==> config.mk <==
export PLATFORM = sky130hd
export DESIGN_NAME = ssb_core
export DESIGN_NICKNAME = d
export VERILOG_FILES = /design/src/ssb_pkg.sv /design/src/ssb_core.sv
export SDC_FILE = /design/constraint.sdc
export NUM_CORES = 1
export LEC_CHECK = 0
export ABC_AREA = 1
export BUFFER_PORTS_ARGS = -buffer_cell sky130_fd_sc_hd__buf_4
export CAP_MARGIN = 20
export CORE_MARGIN = 1
export CORE_UTILIZATION = 50
export DETAILED_ROUTE_END_ITERATION = 7
export PLACE_DENSITY = 0.85
export SYNTH_ARGS = -nofsm -noshare
export SYNTH_HDL_FRONTEND = slang
export SYNTH_SLANG_ARGS = --single-unit
==> constraint.sdc <==
create_clock -name ref_clk -period 2.2 [get_ports ref_clk]
set_input_delay 0.22 -clock ref_clk [delete_from_list [all_inputs] [get_ports ref_clk]]
set_output_delay 0.22 -clock ref_clk [all_outputs]
set_load 0.02 [all_outputs]
==> src/ssb_pkg.sv <==
// constants, register map and carrier types of the serial status and bit rate block
package ssb_pkg;
    // register indices on the plain register port
    localparam logic [3:0] OFF_STATUS = 4'h0;
    localparam logic [3:0] OFF_BIT_RATE = 4'h1;
    localparam logic [3:0] OFF_TX_DATA = 4'h2;
    localparam logic [3:0] OFF_RX_DATA = 4'h3;
    localparam logic [3:0] OFF_IRQ_STATUS = 4'h4;
    localparam logic [3:0] OFF_IRQ_CLEAR = 4'h5;
    localparam logic [3:0] OFF_IRQ_ENABLE = 4'h6;

    // serial_status field positions
    localparam int TX_EMPTY_POS = 7;
    localparam int RX_FULL_POS = 6;
    localparam int PARITY_ERR_POS = 3;
    localparam int TX_END_POS = 2;
    localparam int RX_MP_POS = 1;
    localparam int TX_MP_POS = 0;

    // interrupt status / enable / clear field positions
    localparam int EV_RX_FULL = 0;
    localparam int EV_PARITY_ERR = 1;
    localparam int EV_TX_END = 2;
    localparam int EV_TX_EMPTY = 3;
    localparam int EV_COUNT = 4;

    // reset values
    localparam logic [7:0] BIT_RATE_RESET = 8'hFF;
    localparam logic [7:0] DATA_RESET = 8'h00;
    localparam logic [3:0] IRQ_RESET = 4'h0;

    // timing: prescale step is four per clock select code, async oversampling
    localparam int PRESCALE_W = 6;
    localparam int OVERSAMPLE = 16;

    typedef struct packed {
        logic sync_mode;
        logic multiproc;
        logic parity_en;
        logic parity_odd;
        logic [1:0] clock_select;
    } ssb_mode_t;

    typedef struct packed {
        logic valid;
        logic [7:0] data;
        logic parity_bit;
        logic mp_bit;
    } ssb_rx_ev_t;
endpackage : ssb_pkg

==> src/ssb_core.sv <==
// status flags, bit rate divisor and bit rate generator of one serial channel
// How it works
// - parity mismatch on received character sets parity_error_flag
// - parity error loads data, receive_full_flag stays clear
// - parity error halts reception; synchronous also halts transmit
// - parity error clears on reset, standby, read-then-write-0
// - receive enable off keeps parity error
// - transmit end read-only, reads 1 after init
// - last bit with transmit empty sets transmit end
// - reset, standby, transmit disable force transmit end
// - transmit-empty clear or dma write clears transmit end
// - async multiprocessor receive captures bit, initially 0
// - receive enable off keeps captured multiprocessor bit
// - writable bit appended as transmitted multiprocessor bit
// - transmit multiprocessor bit ignored unless async, multiprocessor, busy
// - bit rate from divisor and selected prescaler
// - divisor always read/write, loads FF on init
// - each channel instance owns its generator
// - transmit load into shift register sets transmit empty
// - good reception sets receive_full_flag
//
// Chosen here: the register addresses and strobed register access.
`timescale 1ns/100ps
`default_nettype none
module ssb_core #(
    parameter int OVERSAMPLE = ssb_pkg::OVERSAMPLE
) (
    input wire logic ref_clk,
    input wire logic reset_n,
    input wire logic standby,
    input wire logic [3:0] reg_addr,
    input wire logic [7:0] reg_wdata,
    input wire logic reg_wr,
    input wire logic reg_rd,
    output logic [7:0] reg_rdata,
    input wire ssb_pkg::ssb_mode_t mode,
    input wire logic receive_enable,
    input wire logic transmit_enable,
    input wire ssb_pkg::ssb_rx_ev_t rx_ev,
    input wire logic tx_load,
    input wire logic tx_last_bit,
    input wire logic tx_active,
    input wire logic dma_tx_data_write,
    input wire logic [7:0] dma_tx_data,
    input wire logic dma_rx_data_read,
    output logic [7:0] transmit_data_reg,
    output logic [7:0] receive_data_reg,
    output logic transmit_empty_flag,
    output logic receive_full_flag,
    output logic parity_error_flag,
    output logic transmit_end_flag,
    output logic rx_multiproc_bit,
    output logic tx_multiproc_bit_out,
    output logic rx_hold,
    output logic tx_hold,
    output logic sample_tick,
    output logic bit_tick,
    output logic irq
);
    localparam int OS_W = $clog2(OVERSAMPLE);

    logic tx_empty_r, rx_full_r, par_err_r, tx_done_r, rx_mp_r, tx_mp_r;
    logic [2:0] arm_r;
    logic [7:0] divisor_r, tx_data_r, rx_data_r, rdata_r;
    logic [3:0] irq_stat_r, irq_en_r;
    logic [ssb_pkg::PRESCALE_W-1:0] pre_cnt_r;
    logic [7:0] div_r;
    logic [OS_W-1:0] os_r;

    // register port decode
    wire wr_status = reg_wr && reg_addr == ssb_pkg::OFF_STATUS;
    wire wr_divisor = reg_wr && reg_addr == ssb_pkg::OFF_BIT_RATE;
    wire wr_tx_data = reg_wr && reg_addr == ssb_pkg::OFF_TX_DATA;
    wire wr_iclr = reg_wr && reg_addr == ssb_pkg::OFF_IRQ_CLEAR;
    wire wr_ien = reg_wr && reg_addr == ssb_pkg::OFF_IRQ_ENABLE;
    wire rd_status = reg_rd && reg_addr == ssb_pkg::OFF_STATUS;

    wire [7:0] status_view = {tx_empty_r, rx_full_r, 2'b00, par_err_r, tx_done_r, rx_mp_r, tx_mp_r};

    wire [7:0] rd_mux =
        (reg_addr == ssb_pkg::OFF_STATUS) ? status_view :
        (reg_addr == ssb_pkg::OFF_BIT_RATE) ? divisor_r :
        (reg_addr == ssb_pkg::OFF_TX_DATA) ? tx_data_r :
        (reg_addr == ssb_pkg::OFF_RX_DATA) ? rx_data_r :
        (reg_addr == ssb_pkg::OFF_IRQ_STATUS) ? {4'h0, irq_stat_r} :
        (reg_addr == ssb_pkg::OFF_IRQ_ENABLE) ? {4'h0, irq_en_r} : 8'h00;

    // written-zero clears only count after the flag was read as one
    wire clr_par_err = wr_status && !reg_wdata[ssb_pkg::PARITY_ERR_POS] && arm_r[0];
    wire clr_rx_full = (wr_status && !reg_wdata[ssb_pkg::RX_FULL_POS] && arm_r[1]) ||
                       dma_rx_data_read;
    wire clr_tx_empty = (wr_status && !reg_wdata[ssb_pkg::TX_EMPTY_POS] && arm_r[2]) ||
                        dma_tx_data_write;

    // receive path
    wire rx_take = rx_ev.valid && receive_enable && !par_err_r;
    wire par_odd_count = ^rx_ev.data ^ rx_ev.parity_bit;
    wire par_bad = mode.parity_en && !mode.sync_mode &&
                   (par_odd_count != mode.parity_odd);
    wire set_par_err = rx_take && par_bad;
    wire rx_good = rx_take && !par_bad && !rx_full_r;
    wire load_rx_data = set_par_err || rx_good;
    wire cap_rx_mp = rx_take && mode.multiproc && !mode.sync_mode;

    // transmit path
    wire set_tx_done = tx_last_bit && tx_empty_r;

    // next values: set wins over any clear in the same cycle
    wire par_err_nxt = set_par_err || (par_err_r && !clr_par_err);
    wire rx_full_nxt = rx_good || (rx_full_r && !clr_rx_full);
    wire tx_empty_nxt = !transmit_enable || tx_load || (tx_empty_r && !clr_tx_empty);
    wire tx_done_nxt = !transmit_enable || set_tx_done || (tx_done_r && !clr_tx_empty);

    wire [3:0] ev_now = {tx_empty_nxt && !tx_empty_r, tx_done_nxt && !tx_done_r,
                         par_err_nxt && !par_err_r, rx_full_nxt && !rx_full_r};
    wire [3:0] irq_stat_nxt = ev_now | (irq_stat_r & ~(wr_iclr ? reg_wdata[3:0] : 4'h0));

    // read-arm: a status read that sees a flag at one enables its zero-write clear
    wire [2:0] flags3 = {tx_empty_r, rx_full_r, par_err_r};
    wire [2:0] arm_nxt = wr_status ? 3'b000 : (rd_status ? (arm_r | flags3) : arm_r) & flags3;

    always_ff @(posedge ref_clk) begin
        if (!reset_n || standby) begin
            par_err_r <= 1'b0;
            rx_full_r <= 1'b0;
            tx_empty_r <= 1'b1;
            tx_done_r <= 1'b1;
            arm_r <= 3'b000;
        end else begin
            par_err_r <= par_err_nxt;
            rx_full_r <= rx_full_nxt;
            tx_empty_r <= tx_empty_nxt;
            tx_done_r <= tx_done_nxt;
            arm_r <= arm_nxt;
        end
    end

    always_ff @(posedge ref_clk) begin
        if (!reset_n || standby) begin
            rx_mp_r <= 1'b0;
            tx_mp_r <= 1'b0;
            rx_data_r <= ssb_pkg::DATA_RESET;
            tx_data_r <= ssb_pkg::DATA_RESET;
            divisor_r <= ssb_pkg::BIT_RATE_RESET;
        end else begin
            if (cap_rx_mp) begin
                rx_mp_r <= rx_ev.mp_bit;
            end
            if (wr_status) begin
                tx_mp_r <= reg_wdata[ssb_pkg::TX_MP_POS];
            end
            if (load_rx_data) begin
                rx_data_r <= rx_ev.data;
            end
            if (dma_tx_data_write) begin
                tx_data_r <= dma_tx_data;
            end else if (wr_tx_data) begin
                tx_data_r <= reg_wdata;
            end
            if (wr_divisor) begin
                divisor_r <= reg_wdata;
            end
        end
    end

    always_ff @(posedge ref_clk) begin
        if (!reset_n) begin
            irq_stat_r <= ssb_pkg::IRQ_RESET;
            irq_en_r <= ssb_pkg::IRQ_RESET;
            rdata_r <= 8'h00;
        end else begin
            irq_stat_r <= irq_stat_nxt;
            if (wr_ien) begin
                irq_en_r <= reg_wdata[3:0];
            end
            rdata_r <= reg_rd ? rd_mux : 8'h00;
        end
    end

    // bit rate generator, private to this channel instance
    wire [6:0] pre_span = 7'h01 << {mode.clock_select, 1'b0};
    wire [ssb_pkg::PRESCALE_W-1:0] pre_mask = ssb_pkg::PRESCALE_W'(pre_span - 7'h01);
    wire pre_tick = (pre_cnt_r & pre_mask) == '0;
    wire base_tick = pre_tick && div_r == 8'h00;
    wire os_last = os_r == OS_W'(OVERSAMPLE - 1);

    always_ff @(posedge ref_clk) begin
        if (!reset_n || standby) begin
            pre_cnt_r <= '0;
            div_r <= ssb_pkg::BIT_RATE_RESET;
            os_r <= '0;
        end else begin
            pre_cnt_r <= pre_cnt_r + 1'b1;
            if (pre_tick) begin
                div_r <= (div_r == 8'h00) ? divisor_r : div_r - 8'h01;
            end
            if (base_tick) begin
                os_r <= os_r + 1'b1;
            end
        end
    end

    assign sample_tick = base_tick;
    assign bit_tick = base_tick && (mode.sync_mode || os_last);

    // outputs
    assign reg_rdata = rdata_r;
    assign transmit_data_reg = tx_data_r;
    assign receive_data_reg = rx_data_r;
    assign transmit_empty_flag = tx_empty_r;
    assign receive_full_flag = rx_full_r;
    assign parity_error_flag = par_err_r;
    assign transmit_end_flag = tx_done_r;
    assign rx_multiproc_bit = rx_mp_r;
    assign tx_multiproc_bit_out = tx_mp_r && mode.multiproc && !mode.sync_mode && tx_active;
    assign rx_hold = par_err_r;
    assign tx_hold = par_err_r && mode.sync_mode;
    assign irq = |(irq_stat_r & irq_en_r);

    property p_par_err_set;
        @(posedge ref_clk) disable iff (!reset_n)
        (set_par_err && !standby) |=> parity_error_flag;
    endproperty
    a_par_err_set: assert property (p_par_err_set) else $error("parity error not flagged");

    property p_par_err_no_full;
        @(posedge ref_clk) disable iff (!reset_n)
        (set_par_err && !receive_full_flag && !standby) |=>
            !receive_full_flag && receive_data_reg == $past(rx_ev.data);
    endproperty
    a_par_err_no_full: assert property (p_par_err_no_full) else $error("parity error set full");

    property p_rx_refused;
        @(posedge ref_clk) disable iff (!reset_n)
        (parity_error_flag && !standby) |=> $stable(receive_data_reg);
    endproperty
    a_rx_refused: assert property (p_rx_refused) else $error("data taken under parity error");

    property p_par_err_clear;
        @(posedge ref_clk) disable iff (!reset_n)
        (clr_par_err && !set_par_err && !standby) |=> !parity_error_flag;
    endproperty
    a_par_err_clear: assert property (p_par_err_clear) else $error("parity error not cleared");

    property p_full_set;
        @(posedge ref_clk) disable iff (!reset_n)
        (rx_good && !standby) |=> receive_full_flag && receive_data_reg == $past(rx_ev.data);
    endproperty
    a_full_set: assert property (p_full_set) else $error("good character not flagged");

    property p_empty_set;
        @(posedge ref_clk) disable iff (!reset_n)
        (tx_load && !standby) |=> transmit_empty_flag;
    endproperty
    a_empty_set: assert property (p_empty_set) else $error("load did not set empty");

    property p_tx_done_ro;
        @(posedge ref_clk) disable iff (!reset_n)
        (wr_status && !set_tx_done && !clr_tx_empty && transmit_enable && !standby) |=>
            $stable(transmit_end_flag);
    endproperty
    a_tx_done_ro: assert property (p_tx_done_ro) else $error("status write moved end flag");

    property p_rx_mp_cap;
        @(posedge ref_clk) disable iff (!reset_n)
        (cap_rx_mp && !standby) |=> rx_multiproc_bit == $past(rx_ev.mp_bit);
    endproperty
    a_rx_mp_cap: assert property (p_rx_mp_cap) else $error("mp bit not captured");

    property p_rx_mp_keep;
        @(posedge ref_clk) disable iff (!reset_n)
        (!cap_rx_mp && !standby) |=> $stable(rx_multiproc_bit);
    endproperty
    a_rx_mp_keep: assert property (p_rx_mp_keep) else $error("mp bit changed unasked");

    property p_tx_done_clear;
        @(posedge ref_clk) disable iff (!reset_n)
        (clr_tx_empty && !set_tx_done && transmit_enable && !standby) |=> !transmit_end_flag;
    endproperty
    a_tx_done_clear: assert property (p_tx_done_clear) else $error("end flag not cleared");

    property p_divisor_write;
        @(posedge ref_clk) disable iff (!reset_n)
        (wr_divisor && !standby) |=> divisor_r == $past(reg_wdata);
    endproperty
    a_divisor_write: assert property (p_divisor_write) else $error("divisor write lost");

    property p_reload;
        @(posedge ref_clk) disable iff (!reset_n)
        (base_tick && !standby) |=> div_r == $past(divisor_r);
    endproperty
    a_reload: assert property (p_reload) else $error("generator did not reload");

    property p_bit_sync;
        @(posedge ref_clk) disable iff (!reset_n)
        mode.sync_mode |-> bit_tick == sample_tick;
    endproperty
    a_bit_sync: assert property (p_bit_sync) else $error("sync bit tick wrong");

    property p_inhibit;
        @(posedge ref_clk) disable iff (!reset_n)
        parity_error_flag |-> rx_hold && (tx_hold == mode.sync_mode);
    endproperty
    a_inhibit: assert property (p_inhibit) else $error("inhibit wrong under parity error");

    property p_standby_init;
        @(posedge ref_clk) disable iff (!reset_n)
        standby |=> !parity_error_flag && transmit_end_flag && transmit_empty_flag;
    endproperty
    a_standby_init: assert property (p_standby_init) else $error("standby init wrong");

    property p_rx_off_keep;
        @(posedge ref_clk) disable iff (!reset_n)
        ($fell(receive_enable) && !standby && !wr_status) |=>
            parity_error_flag == $past(parity_error_flag);
    endproperty
    a_rx_off_keep: assert property (p_rx_off_keep) else $error("receive off changed parity flag");

    property p_tx_done_set;
        @(posedge ref_clk) disable iff (!reset_n)
        (tx_last_bit && transmit_empty_flag) |=> transmit_end_flag;
    endproperty
    a_tx_done_set: assert property (p_tx_done_set) else $error("transmit end not set");

    property p_tx_off_force;
        @(posedge ref_clk) disable iff (!reset_n)
        !transmit_enable |=> transmit_end_flag && transmit_empty_flag;
    endproperty
    a_tx_off_force: assert property (p_tx_off_force) else $error("transmit off not forcing end");

    property p_tx_done_dma;
        @(posedge ref_clk) disable iff (!reset_n)
        (dma_tx_data_write && transmit_enable && !tx_last_bit && !standby) |=> !transmit_end_flag;
    endproperty
    a_tx_done_dma: assert property (p_tx_done_dma) else $error("dma write kept transmit end");

    property p_tx_mp_gate;
        @(posedge ref_clk) disable iff (!reset_n)
        tx_multiproc_bit_out |-> mode.multiproc && !mode.sync_mode && tx_active;
    endproperty
    a_tx_mp_gate: assert property (p_tx_mp_gate) else $error("mp bit sent when ignored");

    property p_divisor_init;
        @(posedge ref_clk) disable iff (!reset_n)
        standby |=> divisor_r == ssb_pkg::BIT_RATE_RESET;
    endproperty
    a_divisor_init: assert property (p_divisor_init) else $error("divisor not FF after standby");
endmodule : ssb_core
`default_nettype wire

==> reports/metrics.csv <==
metric;value;unit
Tcrit/Tclk final;90.3;%
DRC Markers;0;
CP arrival;1.77;ns
Synth Warn #;0;
clk_skew;0.00898;ns
Vias;3500;
CTS-repair resized insts;0;
Synth cell types;38;
Max Cap Viol;0;
Slowest-stage cell, CP;dfxtp_1;
crit path cell chain;inv_1 -> ha_1 -> nand2_1 -> nor2_4 -> nand2_1 -> inv_1 -> buf_4;
clk root buf;clkbuf_8;
hold worst-path end;transmit_end_flag;
internal power;2.14;mW
register area share after synthesis;40.8;%
Sw Share;25.2;%
layout cell share with drive strength beyond 1;20.6;%
maximum clock frequency;0.503;GHz
Overflow after GRT;0;
Num CTS Buffers;9;
drt via density;5.48;
Synth Cell Area;3290;um^2
Slew Viols, Final;0;
Worst path top cell family by delay;buffers and inverters;
Worst R2R Setup Slack;0.55;ns
Gate power share;12.0;%
IO Port Bufs;83;
Syn Nets;524;
vias in the first global route;3250;
CP Max Fanout;8;
Die Height;83.1;um
P&R area growth vs syn;28.4;%
Hold Crit Start;transmit_enable;
post-synthesis cell count;471;
largest net degree at the start of global routing;30;
Finished Core Util;66.5;%
Critical Path End Type;output pin;
Max-slew headroom;66.8;%
CP max stage delay;0.31;ns
reg2reg start;div_r[0];
IR drop worst, VDD;0.436;mV
RD Place Congestion;0.981;
clock buffer depth;2;
Row Count;29;
CTS sink count;67;
final wirelength;9180;um
clock power share;43.9;%
Worst Hold Class;input pin to flop;
Setup crit start kind;flop;
clock-pin slew on the worst setup and hold paths;0.08;ns
pwr dens;679;nW/um^2
Initial DRC Count;243;
Post-synth EDFFs;0;
Avg WL per Cell;14.4;um
WP data required;1.98;ns
CP bufs+invs;3;
Final ANT Viol Nets;0;
hold_buf cts;0;
Synth Flop Type;dfxtp_1;
Setup TNS;0;ns
P_sw;723;uW
Leak Pwr;1.95;nW
status;finished clean;
Async SR Flop Fraction;0;%
worst-margin pin slew;0.497;ns
core footprint;6350;um^2
worst-skew pair later-pin latency;0.34;ns
initial antenna violation count;0;
RSZ-0062 raised after global routing;false;
number of synthesized register bits;67;
Final setup viols;0;
syn_area_per_cell;6.98;um^2
hold path cells;2;
Initial Utilization;51.8;%
HPWL after DPL;7040;um
min cycle time layout;1.99;ns
Worst R2R End;os_r[3];
die area;6900;um^2
endpoints failing hold;0;
Register-to-Register Path Depth;9;
gr usage total;27.2;%
CTS tree;yes;
TritonRoute pass-1 iters;5;
post-CTS setup buffers;0;
die width;83.1;um
ANT cells;0;
Layout Nets;610;
Seq pwr share;44.1;%
first-pass GRT wire length;15000;um
CTS H-tree lvls;3;
critical path type;flop to output pin;
io pins;84;
## stage by stage
stage | setup slack, ns | hold WS, ns | instance area [um^2] | std cells | power (mW)
after floorplan | 0.677 | 0.307 | 3290 | 471 | 1.47
after global placement | 0.600 | 0.444 | 3980 | 623 | 1.62
after detailed placement | 0.564 | 0.450 | 3980 | 623 | 1.63
after CTS | 0.203 | 0.0904 | 4220 | 639 | 2.87
after global routing | 0.0481 | 0.0921 | 4220 | 639 | 2.97
final | 0.212 | 0.0977 | 4220 | 639 | 2.87
## Yosys cell counts (2+ instances only)
| cell type | instances | area (um^2) |
|---|---|---|
| o211ai_1 | 5 | 37.5 |
| o21ai_1 | 2 | 10.0 |
| nor2_1 | 42 | 158 |
| nand2_2 | 4 | 25.0 |
| nand4_1 | 5 | 31.3 |
| a31oi_1 | 9 | 56.3 |
| nor4_1 | 2 | 12.5 |
| nand2_1 | 96 | 360 |
| xor2_1 | 3 | 26.3 |
| o22ai_1 | 4 | 25.0 |
| ha_1 | 4 | 50.1 |
| inv_1 | 74 | 278 |
| buf_2 | 3 | 15.0 |
| xnor2_1 | 2 | 17.5 |
| o21ai_0 | 37 | 185 |
| o2111ai_1 | 2 | 17.5 |
| nor2_4 | 3 | 33.8 |
| dfxtp_1 | 67 | 1340 |
| nand3_1 | 33 | 165 |
| clkbuf_1 | 4 | 15.0 |
| nor2_2 | 2 | 12.5 |
| buf_6 | 2 | 22.5 |
| a21oi_1 | 39 | 195 |
| a21oi_2 | 2 | 17.5 |
| a211oi_1 | 3 | 22.5 |
| nor3_1 | 7 | 35.0 |
| o221ai_1 | 3 | 26.3 |
| inv_2 | 2 | 7.51 |
## metal layers
| metal | share of wire, % | global-route usage (%) | vias up |
|---|---|---|---|
| li1 | - | - | 1722 |
| met1 | 43 | 34.2 | 1628 |
| met2 | 49 | 45.1 | 134 |
| met3 | 5.8 | 6.86 | 16 |
| met4 | 2.0 | 10.2 | 0 |
| met5 | 0 | 0 | - |
## final cells by class
| cell class | count | area, um^2 |
|---|---|---|
| clock buffer | 9 | 124 |
| clock inverter | 7 | 123 |
| fill | 533 | 2130 |
| inverter | 77 | 289 |
| multi-input combinational | 317 | 1600 |
| sequential | 67 | 1340 |
| tap | 77 | 96.3 |
| timing repair buffer | 85 | 651 |
## worst max path at each step
stage	from	end	slack [ns]	cells past startpoint
2_1_floorplan	div_r[0]	bit_tick	0.68	6
3_3_place_gp	pre_cnt_r[0]	os_r[3]	0.60	8
3_5_place_dp	div_r[0]	os_r[3]	0.56	9
4_1_cts	div_r[0]	sample_tick	0.20	7
5_1_grt	div_r[0]	sample_tick	0.05	7
6_report	div_r[0]	sample_tick	0.21	7
## cell usage in the layout (no fill, tap or decap), types with 2 or more instances in the layout
| cell | count |
|---|---|
| o2111ai_1 | 2 |
| inv_1 | 74 |
| o221ai_1 | 3 |
| o211ai_1 | 5 |
| buf_4 | 84 |
| nand4_1 | 5 |
| clkinvlp_4 | 2 |
| bufinv_16 | 3 |
| ha_1 | 4 |
| clkbuf_8 | 9 |
| a31oi_1 | 9 |
| nor2_2 | 2 |
| o22ai_1 | 4 |
| a21oi_2 | 2 |
| nand2_1 | 96 |
| nor4_1 | 2 |
| nand3_1 | 33 |
| a21oi_1 | 39 |
| nor2_1 | 42 |
| o21ai_0 | 37 |
| nand2_2 | 4 |
| a211oi_1 | 3 |
| o21ai_1 | 2 |
| nor3_1 | 7 |
| dfxtp_1 | 67 |
| nor2_4 | 3 |
| xnor2_1 | 2 |
| inv_6 | 2 |
| inv_2 | 2 |
| xor2_1 | 3 |
## cells by family after synthesis
| logic type | Yosys count | synth area share, % |
|---|---|---|
| simple gates | 196 | 26.1 |
| compound gates | 112 | 19.6 |
| buf+inv | 87 | 10.6 |
| fa+ha+maj | 4 | 1.52 |
| xor+xnor | 5 | 1.33 |
| flops | 67 | 40.8 |
## power by group through the flow
stage               combinational [mW]  sequential, mW  clock [mW]
finish                           0.345            1.26        1.26
global route                     0.381            1.27        1.32
CTS                              0.343            1.26        1.26
detailed placement               0.341            1.29           0
global placement                 0.334            1.29           0
floorplan                        0.168            1.30           0
Note: power is estimated with default switching activity, not from simulation.
